--- src/phy_vendor_defines.svh ---
`ifndef PHY_VENDOR_DEFINES_SVH
`define PHY_VENDOR_DEFINES_SVH

// register offsets on the management port
`define OFS_PARTNER_MSG       5'h08
`define OFS_DIGITAL_CTRL      5'h10
`define OFS_AFE_CTRL          5'h11
`define OFS_SYMERR_COUNT      5'h15
`define OFS_STRAP_OVERRIDE    5'h16
`define OFS_EXPANDED_CTRL     5'h18
`define OFS_IRQ_STATUS        5'h1C
`define OFS_IRQ_MASK          5'h1D

// field positions
`define BIT_PLL_OFF           4
`define BIT_SLOW_OSC          5
`define BIT_FACTORY_MODE      15
`define BIT_ENERGY_DETECT_POWERDOWN_DISABLE      11
`define MSG_WIDTH             11
`define IRQ_WIDTH             3
`define IRQ_BIT_SYMERR        0
`define IRQ_BIT_SATURATE      1
`define IRQ_BIT_ENERGY_DETECT_POWERDOWN_ENTRY    2

// reset values
`define RST_PARTNER_MSG       11'h000
`define RST_DIGITAL_CTRL      16'h0000
`define RST_AFE_CTRL          16'h0000
`define RST_SYMERR_COUNT      16'h0000
`define RST_STRAP_OVERRIDE    16'h0001
`define RST_EXPANDED_CTRL     16'h0800
`define RST_IRQ               3'h0
`define COUNT_MAX             16'hFFFF

`endif

--- src/phy_vendor_pkg.sv ---
package phy_vendor_pkg;
  typedef logic [15:0] word_t;
  typedef logic [4:0]  addr_t;
  typedef logic [2:0]  irq_t;
endpackage

--- src/symerr_count_if.sv ---
`timescale 1ns/1ps
interface symerr_count_if;
  logic                 inc;
  logic                 clear;
  logic                 saturated;
  phy_vendor_pkg::word_t count;
  modport owner (output inc, output clear, input count, input saturated);
  modport counter (input inc, input clear, output count, output saturated);
endinterface

--- src/phy_vendor_regs.sv ---
// Functional notes
// - Partner next-page message is an 11-bit read-only field, bits 10:0, reset zero.
// - PLL-off bit set: PLL switched off while in energy-detect power-down.
// - PLL-off bit clear (reset): PLL keeps running in energy-detect power-down.
// - Slow-oscillator bit set: crystal input dropped, internal slow oscillator used.
// - Slow-oscillator mode also powers down the analog front end.
// - 16-bit symbol-error frame counter, reset zero, cleared by its read.
// - Factory-mode bit 0 is normal operation, 1 is factory test mode.
// - Factory-mode bit loaded from the transmit-clock strap at reset release.
// - Energy-detect power-down enabled when its bit is 0; reset value is 1.
`timescale 1ns/1ps
`include "phy_vendor_defines.svh"
module phy_vendor_regs (
  input  wire logic                   i_clk,
  input  wire logic                   i_rst_n,
  input  wire logic [4:0]             i_addr,
  input  wire logic [15:0]            i_wdata,
  input  wire logic                   i_wr,
  input  wire logic                   i_rd,
  input  wire logic [10:0]            i_partner_msg,
  input  wire logic                   i_no_energy,
  input  wire logic                   i_symerr_frame,
  input  wire logic                   i_strap_txc,
  output logic      [15:0]            o_rdata,
  output logic                        o_pll_off,
  output logic                        o_slow_osc_sel,
  output logic                        o_analog_frontend_powerdown,
  output logic                        o_energy_detect_powerdown,
  output logic                        o_factory_mode,
  output logic                        o_irq
);

  phy_vendor_pkg::word_t digital_reserved_control;
  phy_vendor_pkg::word_t analog_frontend_control_one;
  phy_vendor_pkg::word_t strap_override_control;
  phy_vendor_pkg::word_t expanded_control;
  phy_vendor_pkg::irq_t  irq_status;
  phy_vendor_pkg::irq_t  irq_mask;
  phy_vendor_pkg::irq_t  irq_event;
  logic [10:0]           partner_next_page_msg;
  logic                  strap_taken;
  logic                  energy_detect_powerdown_active;
  logic                  energy_detect_powerdown_prev;
  logic                  wr_digital;
  logic                  wr_afe;
  logic                  wr_strap;
  logic                  wr_expanded;
  logic                  wr_status;
  logic                  wr_mask;
  phy_vendor_pkg::word_t next_rdata;

  symerr_count_if cnt_bus ();

  symerr_counter u_symerr_counter (
    .i_clk   (i_clk),
    .i_rst_n (i_rst_n),
    .cnt     (cnt_bus.counter)
  );

  // write decode
  always_comb begin
    wr_digital  = 1'b0;
    wr_afe      = 1'b0;
    wr_strap    = 1'b0;
    wr_expanded = 1'b0;
    wr_status   = 1'b0;
    wr_mask     = 1'b0;
    if (i_wr) begin
      if (i_addr == `OFS_DIGITAL_CTRL) begin
        wr_digital = 1'b1;
      end else if (i_addr == `OFS_AFE_CTRL) begin
        wr_afe = 1'b1;
      end else if (i_addr == `OFS_STRAP_OVERRIDE) begin
        wr_strap = 1'b1;
      end else if (i_addr == `OFS_EXPANDED_CTRL) begin
        wr_expanded = 1'b1;
      end else if (i_addr == `OFS_IRQ_STATUS) begin
        wr_status = 1'b1;
      end else if (i_addr == `OFS_IRQ_MASK) begin
        wr_mask = 1'b1;
      end
    end
  end

  // counter steering: a read of the counter clears it
  assign cnt_bus.inc   = i_symerr_frame;
  assign cnt_bus.clear = i_rd && i_addr == `OFS_SYMERR_COUNT;

  // partner message follows the receive side
  always_ff @(posedge i_clk or negedge i_rst_n) begin
    if (!i_rst_n) begin
      partner_next_page_msg <= `RST_PARTNER_MSG;
    end else begin
      partner_next_page_msg <= i_partner_msg;
    end
  end

  // reserved bits are plain storage, written back by the controller
  always_ff @(posedge i_clk or negedge i_rst_n) begin
    if (!i_rst_n) begin
      digital_reserved_control <= `RST_DIGITAL_CTRL;
    end else if (wr_digital) begin
      digital_reserved_control <= i_wdata;
    end
  end

  always_ff @(posedge i_clk or negedge i_rst_n) begin
    if (!i_rst_n) begin
      analog_frontend_control_one <= `RST_AFE_CTRL;
    end else if (wr_afe) begin
      analog_frontend_control_one <= i_wdata;
    end
  end

  always_ff @(posedge i_clk or negedge i_rst_n) begin
    if (!i_rst_n) begin
      expanded_control <= `RST_EXPANDED_CTRL;
    end else if (wr_expanded) begin
      expanded_control <= i_wdata;
    end
  end

  // strap capture on the first edge after reset release
  always_ff @(posedge i_clk or negedge i_rst_n) begin
    if (!i_rst_n) begin
      strap_taken <= 1'b0;
    end else begin
      strap_taken <= 1'b1;
    end
  end

  always_ff @(posedge i_clk or negedge i_rst_n) begin
    if (!i_rst_n) begin
      strap_override_control <= `RST_STRAP_OVERRIDE;
    end else if (!strap_taken) begin
      strap_override_control[`BIT_FACTORY_MODE] <= i_strap_txc;
    end else if (wr_strap) begin
      strap_override_control <= i_wdata;
    end
  end

  // energy-detect power-down state
  assign energy_detect_powerdown_active = !expanded_control[`BIT_ENERGY_DETECT_POWERDOWN_DISABLE] && i_no_energy;

  always_ff @(posedge i_clk or negedge i_rst_n) begin
    if (!i_rst_n) begin
      energy_detect_powerdown_prev <= 1'b0;
    end else begin
      energy_detect_powerdown_prev <= energy_detect_powerdown_active;
    end
  end

  // device controls
  always_ff @(posedge i_clk or negedge i_rst_n) begin
    if (!i_rst_n) begin
      o_energy_detect_powerdown <= 1'b0;
      o_pll_off                 <= 1'b0;
    end else begin
      o_energy_detect_powerdown <= energy_detect_powerdown_active;
      o_pll_off <= energy_detect_powerdown_active && digital_reserved_control[`BIT_PLL_OFF];
    end
  end

  always_ff @(posedge i_clk or negedge i_rst_n) begin
    if (!i_rst_n) begin
      o_slow_osc_sel              <= 1'b0;
      o_analog_frontend_powerdown <= 1'b0;
    end else begin
      o_slow_osc_sel              <= analog_frontend_control_one[`BIT_SLOW_OSC];
      o_analog_frontend_powerdown <= analog_frontend_control_one[`BIT_SLOW_OSC];
    end
  end

  always_ff @(posedge i_clk or negedge i_rst_n) begin
    if (!i_rst_n) begin
      o_factory_mode <= 1'b0;
    end else begin
      o_factory_mode <= strap_override_control[`BIT_FACTORY_MODE];
    end
  end

  // interrupt events
  always_comb begin
    irq_event                      = `RST_IRQ;
    irq_event[`IRQ_BIT_SYMERR]     = i_symerr_frame;
    irq_event[`IRQ_BIT_SATURATE]   = cnt_bus.saturated;
    irq_event[`IRQ_BIT_ENERGY_DETECT_POWERDOWN_ENTRY] = energy_detect_powerdown_active && !energy_detect_powerdown_prev;
  end

  // sticky status, write one to clear, new event wins
  always_ff @(posedge i_clk or negedge i_rst_n) begin
    if (!i_rst_n) begin
      irq_status <= `RST_IRQ;
    end else if (wr_status) begin
      irq_status <= (irq_status & ~i_wdata[`IRQ_WIDTH-1:0]) | irq_event;
    end else begin
      irq_status <= irq_status | irq_event;
    end
  end

  always_ff @(posedge i_clk or negedge i_rst_n) begin
    if (!i_rst_n) begin
      irq_mask <= `RST_IRQ;
    end else if (wr_mask) begin
      irq_mask <= i_wdata[`IRQ_WIDTH-1:0];
    end
  end

  always_ff @(posedge i_clk or negedge i_rst_n) begin
    if (!i_rst_n) begin
      o_irq <= 1'b0;
    end else begin
      o_irq <= |(irq_status & irq_mask);
    end
  end

  // read decode
  always_comb begin
    next_rdata = 16'h0000;
    if (i_addr == `OFS_PARTNER_MSG) begin
      next_rdata[`MSG_WIDTH-1:0] = partner_next_page_msg;
    end else if (i_addr == `OFS_DIGITAL_CTRL) begin
      next_rdata = digital_reserved_control;
    end else if (i_addr == `OFS_AFE_CTRL) begin
      next_rdata = analog_frontend_control_one;
    end else if (i_addr == `OFS_SYMERR_COUNT) begin
      next_rdata = cnt_bus.count;
    end else if (i_addr == `OFS_STRAP_OVERRIDE) begin
      next_rdata = strap_override_control;
    end else if (i_addr == `OFS_EXPANDED_CTRL) begin
      next_rdata = expanded_control;
    end else if (i_addr == `OFS_IRQ_STATUS) begin
      next_rdata[`IRQ_WIDTH-1:0] = irq_status;
    end else if (i_addr == `OFS_IRQ_MASK) begin
      next_rdata[`IRQ_WIDTH-1:0] = irq_mask;
    end
  end

  // read data valid only in the cycle after the strobe
  always_ff @(posedge i_clk or negedge i_rst_n) begin
    if (!i_rst_n) begin
      o_rdata <= 16'h0000;
    end else if (i_rd) begin
      o_rdata <= next_rdata;
    end else begin
      o_rdata <= 16'h0000;
    end
  end

endmodule

--- src/symerr_counter.sv ---
`timescale 1ns/1ps
`include "phy_vendor_defines.svh"
module symerr_counter (
  input  wire logic     i_clk,
  input  wire logic     i_rst_n,
  symerr_count_if.counter cnt
);
  // clear on read; a frame in the same cycle as the clear is kept as one
  always_ff @(posedge i_clk or negedge i_rst_n) begin
    if (!i_rst_n) begin
      cnt.count <= `RST_SYMERR_COUNT;
    end else if (cnt.clear) begin
      cnt.count <= cnt.inc ? 16'h0001 : `RST_SYMERR_COUNT;
    end else if (cnt.inc && cnt.count != `COUNT_MAX) begin
      cnt.count <= cnt.count + 16'h0001;
    end
  end

  // pulse when the counter reaches its top value
  always_ff @(posedge i_clk or negedge i_rst_n) begin
    if (!i_rst_n) begin
      cnt.saturated <= 1'b0;
    end else begin
      cnt.saturated <= cnt.inc && !cnt.clear && cnt.count == (`COUNT_MAX - 16'h0001);
    end
  end
endmodule
--- config.mk ---
export PLATFORM = sky130hd
export DESIGN_NAME = phy_vendor_regs
export DESIGN_NICKNAME = d
export VERILOG_FILES = /design/src/phy_vendor_pkg.sv /design/src/symerr_count_if.sv /design/src/phy_vendor_regs.sv /design/src/symerr_counter.sv
export VERILOG_INCLUDE_DIRS = /design/src
export SDC_FILE = /design/constraint.sdc
export NUM_CORES = 1
export LEC_CHECK = 0
export ABC_AREA = 1
export BUFFER_PORTS_ARGS = -buffer_cell sky130_fd_sc_hd__buf_4
export CAP_MARGIN = 20
export CORE_ASPECT_RATIO = 1.4
export CORE_UTILIZATION = 42
export CTS_CLUSTER_DIAMETER = 80
export DETAILED_ROUTE_END_ITERATION = 7
export PLACE_DENSITY = 0.64
export SLEW_MARGIN = 20
export SYNTH_ARGS = -nofsm -noshare
export SYNTH_HDL_FRONTEND = slang
export SYNTH_HIERARCHICAL = 1
export SYNTH_SLANG_ARGS = --single-unit
--- constraint.sdc ---
create_clock -name i_clk -period 1.54 [get_ports i_clk]
set_input_delay 0.154 -clock i_clk [delete_from_list [all_inputs] [get_ports i_clk]]
set_output_delay 0.154 -clock i_clk [all_outputs]
set_load 0.1 [all_outputs]
After elaboration in Yosys (flattened, before gate mapping)
Cells that the tools add are included.
{"block": "totals", "out_inout_bits": 22, "elab_cells": 91, "input_bits": 39, "regBits": 120}
{"block": "op_classes", "n_reduce_logical": 13, "n_mux": 44, "addsub": 1, "n_eq_ne": 11, "bitwise_logic": 5}
{"cell": "16-bit 2-to-1 mux", "n": 8}
{"cell": "5-bit equality test (second input constant)", "n": 7}
{"cell": "1-bit 2-to-1 mux", "n": 29}
{"cell": "16-bit by 1-bit adder with 16-bit output (second input constant)", "n": 1}
{"cell": "16-bit equality test (second input constant)", "n": 1}
{"cell": "16-bit != test (second input constant)", "n": 1}
{"cell": "13-bit 2-to-1 mux", "n": 1}
{"cell": "3-bit 2-to-1 mux", "n": 4}
{"cell": "11-bit 2-to-1 mux", "n": 1}
{"cell": "1-bit logical AND", "n": 7}
{"cell": "3-bit bitwise AND", "n": 2}
{"cell": "3-bit OR", "n": 2}
{"cell": "5-bit by 4-bit equality test with 1-bit output (second input constant)", "n": 1}
{"cell": "5-bit 2-to-1 mux", "n": 1}
{"cell": "1-bit zero test", "n": 3}
{"cell": "3-bit inverter", "n": 1}
{"cell": "3-bit OR reduction", "n": 1}
{"cell": "2-bit by 1-bit != test with 1-bit output (second input constant)", "n": 1}
{"cell": "2-bit AND reduction", "n": 1}
{"cell": "2-bit nonzero test", "n": 1}

Longest topological paths before layout
Gate-level depths: netlist of the first run.
{"block": "logic_depth", "depth_word": 10, "ltp_mapped": 10, "ltp_nobuf": 9}

Hierarchy
The synthesis of the first run kept the hierarchy.
{"module": "phy_vendor_regs", "n_inst": 1, "seq_area_each_um2": 2580.0, "cells_per_inst": 485, "area_each_um2": 4351.7}
{"module": "symerr_counter", "n_inst": 1, "seq_area_each_um2": 425.4, "cells_per_inst": 154, "area_each_um2": 1088.5}

Least setup slack after synthesis of the first run
Ideal clock, no wire load.
{"block": "synth_path", "path_kind": "input-to-reg", "from": "input port i_addr[4]", "to": "register u_symerr_counter.cnt.count[10]", "required_time_ns": 1.421, "slack_ns": -0.120, "path_buffers": 2, "path_stages": 9, "arrival_ns": 1.541, "path_cell_list": "nand2_1 nor2_4 nand2_2 buf_2 nor2_1 inv_1 buf_1 nand4_1 nand2_1"}
{"block": "synth_via", "elab_chain_len": 3, "word_cells_on_any_way": 4, "classes_between": "1 x eq/ne; 1 x mux; 2 x reduce/logical"}
{"item": "from (decl)", "line_no": "phy_vendor_regs.sv:16", "rtl": "input wire logic [4:0] i_addr,"}
{"item": "5-bit equality test (no source line) *"}
{"item": "1-bit logical AND (no source line) *"}
{"item": "via cnt_bus.clear", "line_no": "symerr_count_if.sv:4", "rtl": "logic clear;"}
{"item": "16-bit 2-to-1 mux / 2-bit nonzero test (equally long branches)"}
{"item": "to (signal assigned)", "line_no": "symerr_counter.sv:11", "rtl": "cnt.count <= `RST_SYMERR_COUNT;"}
{"item": "to (signal assigned)", "line_no": "symerr_counter.sv:13", "rtl": "cnt.count <= cnt.inc ? 16'h0001 : `RST_SYMERR_COUNT;"}
{"item": "to (signal assigned)", "line_no": "symerr_counter.sv:15", "rtl": "cnt.count <= cnt.count + 16'h0001;"}
{"item": "to (decl)", "line_no": "symerr_count_if.sv:8", "rtl": "modport counter (input inc, input clear, output count, output saturated);"}
The timed path passes the listed nets; every way through them passes the cells marked *.
A chain may end at the register's enable or synchronous reset.

Worst setup path after layout of the first run
{"block": "layout_path", "from": "register u_symerr_counter.cnt.count[0]", "to": "register u_symerr_counter.cnt.saturated"}
{"block": "layout_via", "elab_chain_len": 2}
{"item": "16-bit equality test", "line_no": "symerr_counter.sv:24", "rtl": "cnt.saturated <= cnt.inc && !cnt.clear && cnt.count == (`COUNT_MAX - 16'h0001);"}
{"item": "1-bit logical AND", "line_no": "symerr_counter.sv:24"}
{"item": "to (signal assigned)", "line_no": "symerr_counter.sv:24"}
{"item": "to (decl)", "line_no": "symerr_count_if.sv:8"}
Every way passes these cells.

==> metrics.md, run 1 <==
| Metric | Value |
|---|---|
| Outcome | `completed` |
| Worst Setup Path Type | `reg -> reg` |
| Final net count | `803` |
| CP peak stage delay | `380 ps` |
| Worst EP required | `1890 ps` |
| Vias in the first global route | `4777` |
| Critical Path Slowest Stage Cell | `dfrtp_1` |
| Syn_nets | `680` |
| Initial core utilization | `43.55%` |
| GRT overflow | `0` |
| Share of cells above drive strength 1 | `23.23%` |
| CP max FO | `5` |
| Setup tns final | `0 ps` |
| Power per Cell Area | `1296 mW/mm2` |
| CP delay by family, top | `buffers and inverters` |
| Post-route cell area | `0.007184 mm2` |
| Post-Syn Area per Cell | `8.514 um2` |
| Total number of H-tree levels | `4` |
| Largest net degree at the start of global routing | `55` |
| RePlAce Congestion | `0.8648` |
| Worst Path Buf+Inv | `3` |
| Endpoints failing hold | `0` |
| P_leak | `3.522 nW` |
| Detailed Route WL | `14.52 mm` |
| Clock transition at path regs | `50 ps` |
| Core box area | `0.01249 mm2` |
| Detail Route Antenna Nets | `0` |
| DIE WIDTH | `98.19 um` |
| Initial drt markers | `323` |
| DIE AREA | `0.01342 mm2` |
| # Max-Cap Violations | `0` |
| Final Skew | `6.054 ps` |
| Clk_lat worst skew | `410 ps` |
| Clock root buffer | `clkbuf_16` |
| First-pass GRT wire length | `23.47 mm` |
| Post-DP Area | `0.006427 mm2` |
| CP startpoint kind | `flip-flop` |
| Sink Count | `120` |
| Post-synthesis sequential area ratio | `55.24%` |
| CTS tree | `yes` |
| Fin. max-slew vios | `0` |
| Synth cell types | `32` |
| WL/cell | `15.69 um` |
| GRT Resource Usage Total | `22.89%` |
| Setup bufs post-CTS | `0` |
| IO Pins | `61` |
| Area grow syn2layout | `32.06%` |
| Seq cells post-synth | `120` |
| Via density | `5.206` |
| Hpwl dp | `10.59 mm` |
| Fin crit share | `96.44%` |
| Achievable frequency | `0.6733 GHz` |
| Synth warn | `6` |
| Crit path time final | `1485 ps` |
| Initial DRT Pass Iterations | `7` |
| Endpoint class of the critical path | `flip-flop` |
| CP Data Arrival Time | `1830 ps` |
| Clock tree buffer depth | `2` |
| ANT cells | `0` |
| Vert. Die Dim | `136.7 um` |
| Critical path, cell by cell | `buf_4 -> inv_1 -> ha_1 -> nand3_1 -> nor4_4 -> buf_4` |
| Post-Synthesis Cells | `639` |
| Crit-path most repeated cell | `buf_4` |
| Worst VDD drop | `0.6890 mV` |
| Vias | `4816` |
| I/O Buffers | `60` |
| Final setup fails | `0` |
| Hold Path Class | `in -> reg` |
| RSZ-0062 raised after global routing | `yes` |
| Antenna violations before repair | `0` |
| # rows | `48` |
| DRC viols | `0` |
| Cell area after synthesis | `0.005440 mm2` |
| Number of buffers created by CTS | `17` |
-- cells in the final DEF, fill, tap and decap left out, types with 2 or more instances in the layout --
master,count
ha_1,2
dfrtp_1,117
o21bai_1,3
nor2_1,31
inv_2,3
o21ai_2,6
clkbuf_1,2
xor2_1,6
dlygate4sd3_1,13
o21ai_1,43
or2_0,2
dfstp_2,2
nor2_2,3
nand3_2,3
o22ai_1,3
nand2_2,5
or2_2,3
bufinv_16,3
a21oi_1,29
nand2_1,185
inv_1,48
nand3_1,40
buf_4,109
nor2_4,8
clkinvlp_4,5
clkinv_2,4
buf_12,5
clkbuf_16,17
o21ai_0,49
nand4_1,19
-- stage by stage --
stage	setup WS [ps]	instances	hold WS, ps	util [%]	power [W]
after floorplan	8.499	639	-141.6	-	0.004724
after global placement	-68.34	880	-27.99	51.45	0.005302
after detailed placement	-52.68	880	-28.73	51.45	0.005353
after CTS	8.070	925	21.57	57.33	0.009380
after global routing	-1.338	925	48.25	57.51	0.009706
final	54.82	925	38.37	57.51	0.009314
-- tightest hold or removal path, cell delays in order --
cell and delay, ps:
buf_4 120, nand2_1 50, o21ai_1 80
-- metal layers --
metal	vias up	track usage [%]	share of wire (%)
li1	2349	-	-
met1	2328	27.44	42
met2	123	40.10	52
met3	16	4.699	4.2
met4	0	9.536	2.1
met5	-	0	0
-- flip-flops by register name (all words and copies together) (netlist names) --
signal	cells
analog_frontend_control_one	16
digital_reserved_control	16
expanded_control	16
irq_mask	3
irq_status	3
o_analog_frontend_powerdown	1
o_energy_detect_powerdown	1
o_factory_mode	1
o_irq	1
o_pll_off	1
o_rdata	16
partner_next_page_msg	11
strap_override_control	16
strap_taken	1
u_symerr_counter/cnt.count	16
u_symerr_counter/cnt.saturated	1
-- report_power, final --
group	total [W]	leakage [nW]	internal (W)	switching, W
registers	0.00384	1.55	0.00359	0.000255
clock network	0.00397	0.278	0.00258	0.00139
logic	0.00150	1.70	0.000550	0.000951
-- worst paths after layout --
check,startpoint,endpoint,slack (ps),cells past startpoint
min reg2reg,analog_frontend_control_one[5],o_analog_frontend_powerdown,400,0
max in group asynchronous,i_rst_n,analog_frontend_control_one[13],890,3
min,i_symerr_frame,u_symerr_counter/cnt.count[0],40,3
min in group asynchronous,i_rst_n,o_factory_mode,100,2
max reg2reg,u_symerr_counter/cnt.count[0],u_symerr_counter/cnt.saturated,50,6
max,u_symerr_counter/cnt.count[0],u_symerr_counter/cnt.saturated,50,6
-- cell families after synthesis --
family | Yosys count | synth area share, %
and+or+nand+nor | 301 | 24.31
AOI/OAI and AO/OA | 134 | 13.02
DFF | 120 | 55.24
buffers and inverters | 75 | 5.934
xor gates and xnor gates | 6 | 0.9660
adders and majority gates | 2 | 0.4599
other | 1 | 0.06893
-- repair_timing --
action                     4_1_cts  5_1_grt
hold buffers                    13        0
setup endpoints to repair        1       15
pin swaps                        0        1
resized for setup                1        6
hold endpoints to repair       130        0
-- synth_stat cells --
cell type | count | area share [%]
dfstp_2 | 2 | 0.97
nor2_1 | 34 | 2.3
clkbuf_1 | 8 | 0.55
inv_1 | 48 | 3.3
nor2_2 | 1 | 0.12
nand3_2 | 2 | 0.37
or2_0 | 2 | 0.23
nor4_1 | 1 | 0.12
buf_1 | 2 | 0.14
o21ai_2 | 6 | 0.97
buf_4 | 2 | 0.28
buf_6 | 3 | 0.62
dfrtp_1 | 118 | 54
xor2_1 | 6 | 0.97
conb_1 | 1 | 0.069
o21ai_0 | 49 | 4.5
clkinv_2 | 1 | 0.092
nor3_1 | 1 | 0.092
buf_2 | 8 | 0.74
o221ai_1 | 1 | 0.16
nand4_1 | 19 | 2.2
nand2_2 | 4 | 0.46
nand3_1 | 41 | 3.8
o21bai_1 | 3 | 0.41
o22ai_1 | 3 | 0.35
nand2_1 | 186 | 13
a21oi_1 | 29 | 2.7
nor2_4 | 7 | 1.4
or2_2 | 3 | 0.35
o21ai_1 | 43 | 4.0
inv_2 | 3 | 0.21
ha_1 | 2 | 0.46
-- layout make-up --
cell class,instances,area [um2]
well taps,150,187.7
flip-flops and latches,120,3007
multi-input cells,444,2147
inverters,52,196.4
repair buffers,127,1049
clock inverters,12,151.4
fillers,1104,5308
clock buffers,20,446.7
Note: power is estimated with default switching activity, not from simulation.
==> inputs of run 2 (changes only) <==
--- a/config.mk
+++ b/config.mk
@@ -13,7 +13,7 @@
 export CORE_UTILIZATION = 42
 export CTS_CLUSTER_DIAMETER = 80
 export DETAILED_ROUTE_END_ITERATION = 7
-export PLACE_DENSITY = 0.64
+export PLACE_DENSITY = 0.61
 export SLEW_MARGIN = 20
 export SYNTH_ARGS = -nofsm -noshare
 export SYNTH_HDL_FRONTEND = slang
==> constraint.sdc (replaced) <==
create_clock -name i_clk -period 1.8 [get_ports i_clk]
set_input_delay 0.09 -clock i_clk [delete_from_list [all_inputs] [get_ports i_clk]]
set_output_delay 0.09 -clock i_clk [all_outputs]
set_load 0.1 [all_outputs]
==> metrics.md, run 2 (same netlist as run 1, synthesis figures left out) <==
| Metric | Value |
|---|---|
| Outcome | `finished with violations` |
| Failing checks | `DRC` |
| GRT overflow | `0 (unchanged)` |
| Area grow syn2layout | `29.42%` |
| Setup tns final | `0 ps (unchanged)` |
| Number of buffers created by CTS | `17 (unchanged)` |
| Total number of H-tree levels | `4 (unchanged)` |
| CP startpoint kind | `flip-flop` |
| RSZ-0062 raised after global routing | `no` |
| Worst VDD drop | `0.5549 mV (-19%)` |
| Clock tree buffer depth | `2 (unchanged)` |
| First-pass GRT wire length | `24.16 mm (+2.9%)` |
| IO Pins | `61 (unchanged)` |
| Commonest cells after routing, fill and taps aside | `186 x nand2_1, 118 x dfrtp_1, 83 x buf_4` |
| Clock root buffer | `clkbuf_16` |
| DIE AREA | `0.01342 mm2 (unchanged)` |
| Vias in the first global route | `4791 (+0.29%)` |
| Met3 Usage GRT | `4.648% (-0.051 points)` |
| P_leak | `3.423 nW (-2.8%)` |
| Hpwl dp | `10.52 mm (-0.60%)` |
| PostCTS Resize Cnt | `0 (-1)` |
| I/O Buffers | `60 (unchanged)` |
| Initial core utilization | `43.55% (unchanged)` |
| Core box area | `0.01249 mm2 (unchanged)` |
| GR Util met2 | `40.85% (+0.74 points)` |
| Worst slack, placed | `196.8 ps (+249.4 ps)` |
| Hold Path Class | `in -> reg` |
| Min Hold Slack | `11.89 ps (-26.48 ps)` |
| DRC viols | `6 (+6)` |
| WL/cell | `16.25 um (+3.6%)` |
| RePlAce Congestion | `0.8660 (+0.14%)` |
| Worst Setup Path Type | `reg -> reg` |
| Worst EP required | `2140 ps (+250 ps)` |
| Antenna violations before repair | `0 (unchanged)` |
| Largest net degree at the start of global routing | `44 (-20%)` |
| # rows | `48 (unchanged)` |
| GR peak layer | `met2` |
| Share of cells above drive strength 1 | `19.39% (-3.8 points)` |
| Via density | `5.290 (+1.6%)` |
| GR Util met1 | `28.89% (+1.4 points)` |
| Sink Count | `120 (unchanged)` |
| CP Data Arrival Time | `1980 ps (+150 ps)` |
| Endpoint class of the critical path | `flip-flop` |
| Achievable frequency | `0.6112 GHz (-9.2%)` |
| Initial DRT Pass Iterations | `8 (+1)` |
| Crit path time final | `1636 ps (+151.1 ps)` |
| DIE WIDTH | `98.19 um (unchanged)` |
| Final Skew | `8.429 ps (+2.375 ps)` |
| # Max-Cap Violations | `0 (unchanged)` |
| CTS tree | `yes` |
| Detail Route Antenna Nets | `0 (unchanged)` |
| Vert. Die Dim | `136.7 um (unchanged)` |
| Initial drt markers | `328 (+1.5%)` |
| CP max FO | `14 (+9)` |
| ANT cells | `0 (unchanged)` |
| Detailed Route WL | `14.76 mm (+1.7%)` |
| Fin. max-slew vios | `0 (unchanged)` |
| Endpoints failing hold | `0 (unchanged)` |
| Clock transition at path regs | `60 ps (about the same)` |
| Final net count | `786 (-2.1%)` |
| Fin crit share | `90.90% (-5.5 points)` |
| Most common cell after layout, fill and taps aside | `nand2_1` |
| GRT Resource Usage Total | `23.85% (+0.95 points)` |
| Vias | `4803 (-0.27%)` |
| Power per Cell Area | `1134 mW/mm2 (-13%)` |
| Final setup fails | `0 (unchanged)` |
| Clk_lat worst skew | `410 ps (about the same)` |
| PnR worst setup slack | `163.7 ps (+108.9 ps)` |
[run 2: changes by cell type in the layout (fill, tap and decap cells not counted), sizes merged]
cell and change:
buf -28, clkinv +4, clkinvlp -4, dlygate4sd3 +11
[run 2: worst paths after layout]
check,startpoint,end,slack [ps],cells after the start
max,u_symerr_counter/cnt.count[10],u_symerr_counter/cnt.count[13],160,8
min,i_wdata[8],analog_frontend_control_one[8],10,3
max reg2reg,u_symerr_counter/cnt.count[10],u_symerr_counter/cnt.count[13],160,8
min reg2reg,analog_frontend_control_one[5],o_analog_frontend_powerdown,410,0
max in group asynchronous,i_rst_n,expanded_control[11],1030,3
min in group asynchronous,i_rst_n,irq_status[0],150,2
[run 2: layout make-up]
class,instances,area [um2]
Clock buffer,20,466.7
Multi-Input combinational cell,444,2112
Fill cell,1112,5451
Sequential cell,120,3005
Timing Repair Buffer,110,923.4
Tap cell,150,187.7
Inverter,52,196.4
Clock inverter,12,148.9
[run 2: stage by stage]
step                cells  instance area, um2  power (W)  util [%]
floorplan             639                5440   0.004035         -
global placement      852                6185   0.004450     49.51
detailed placement    852                6185   0.004491     49.51
CTS                   908                7041   0.008047     56.36
global route          908                7041   0.008342     56.36
finish                908                7041   0.007983     56.36
[run 2: report_power, final]
part           internal, W  switching (W)  leakage (nW)
sequential         0.00307       0.000277          1.55
combinational     0.000411       0.000735          1.57
clock              0.00228        0.00121         0.306
total              0.00576        0.00223          3.42
[run 2: critical path, cell delays in order, from the launching register on]
cell     delay [ps]
dfrtp_1         460
nand2_1         130
nor2_1          180
nand2_1         150
nor2_4          130
nor2_2           60
nor2_4          290
nand2_1          90
nand2_1          80
[run 2: repair_timing]
| item | 4_1_cts | 5_1_grt |
|---|---|---|
| hold buffers | 24 | 0 |
| endpoints found under the hold margin | 127 | 0 |
| setup buffers | 0 | 0 |
[run 2: metal layers]
metal	part of all wire [%]	up-vias
met5	0	-
met4	2.8	0
met3	3.9	28
met2	51	141
met1	42	2313
li1	-	2321
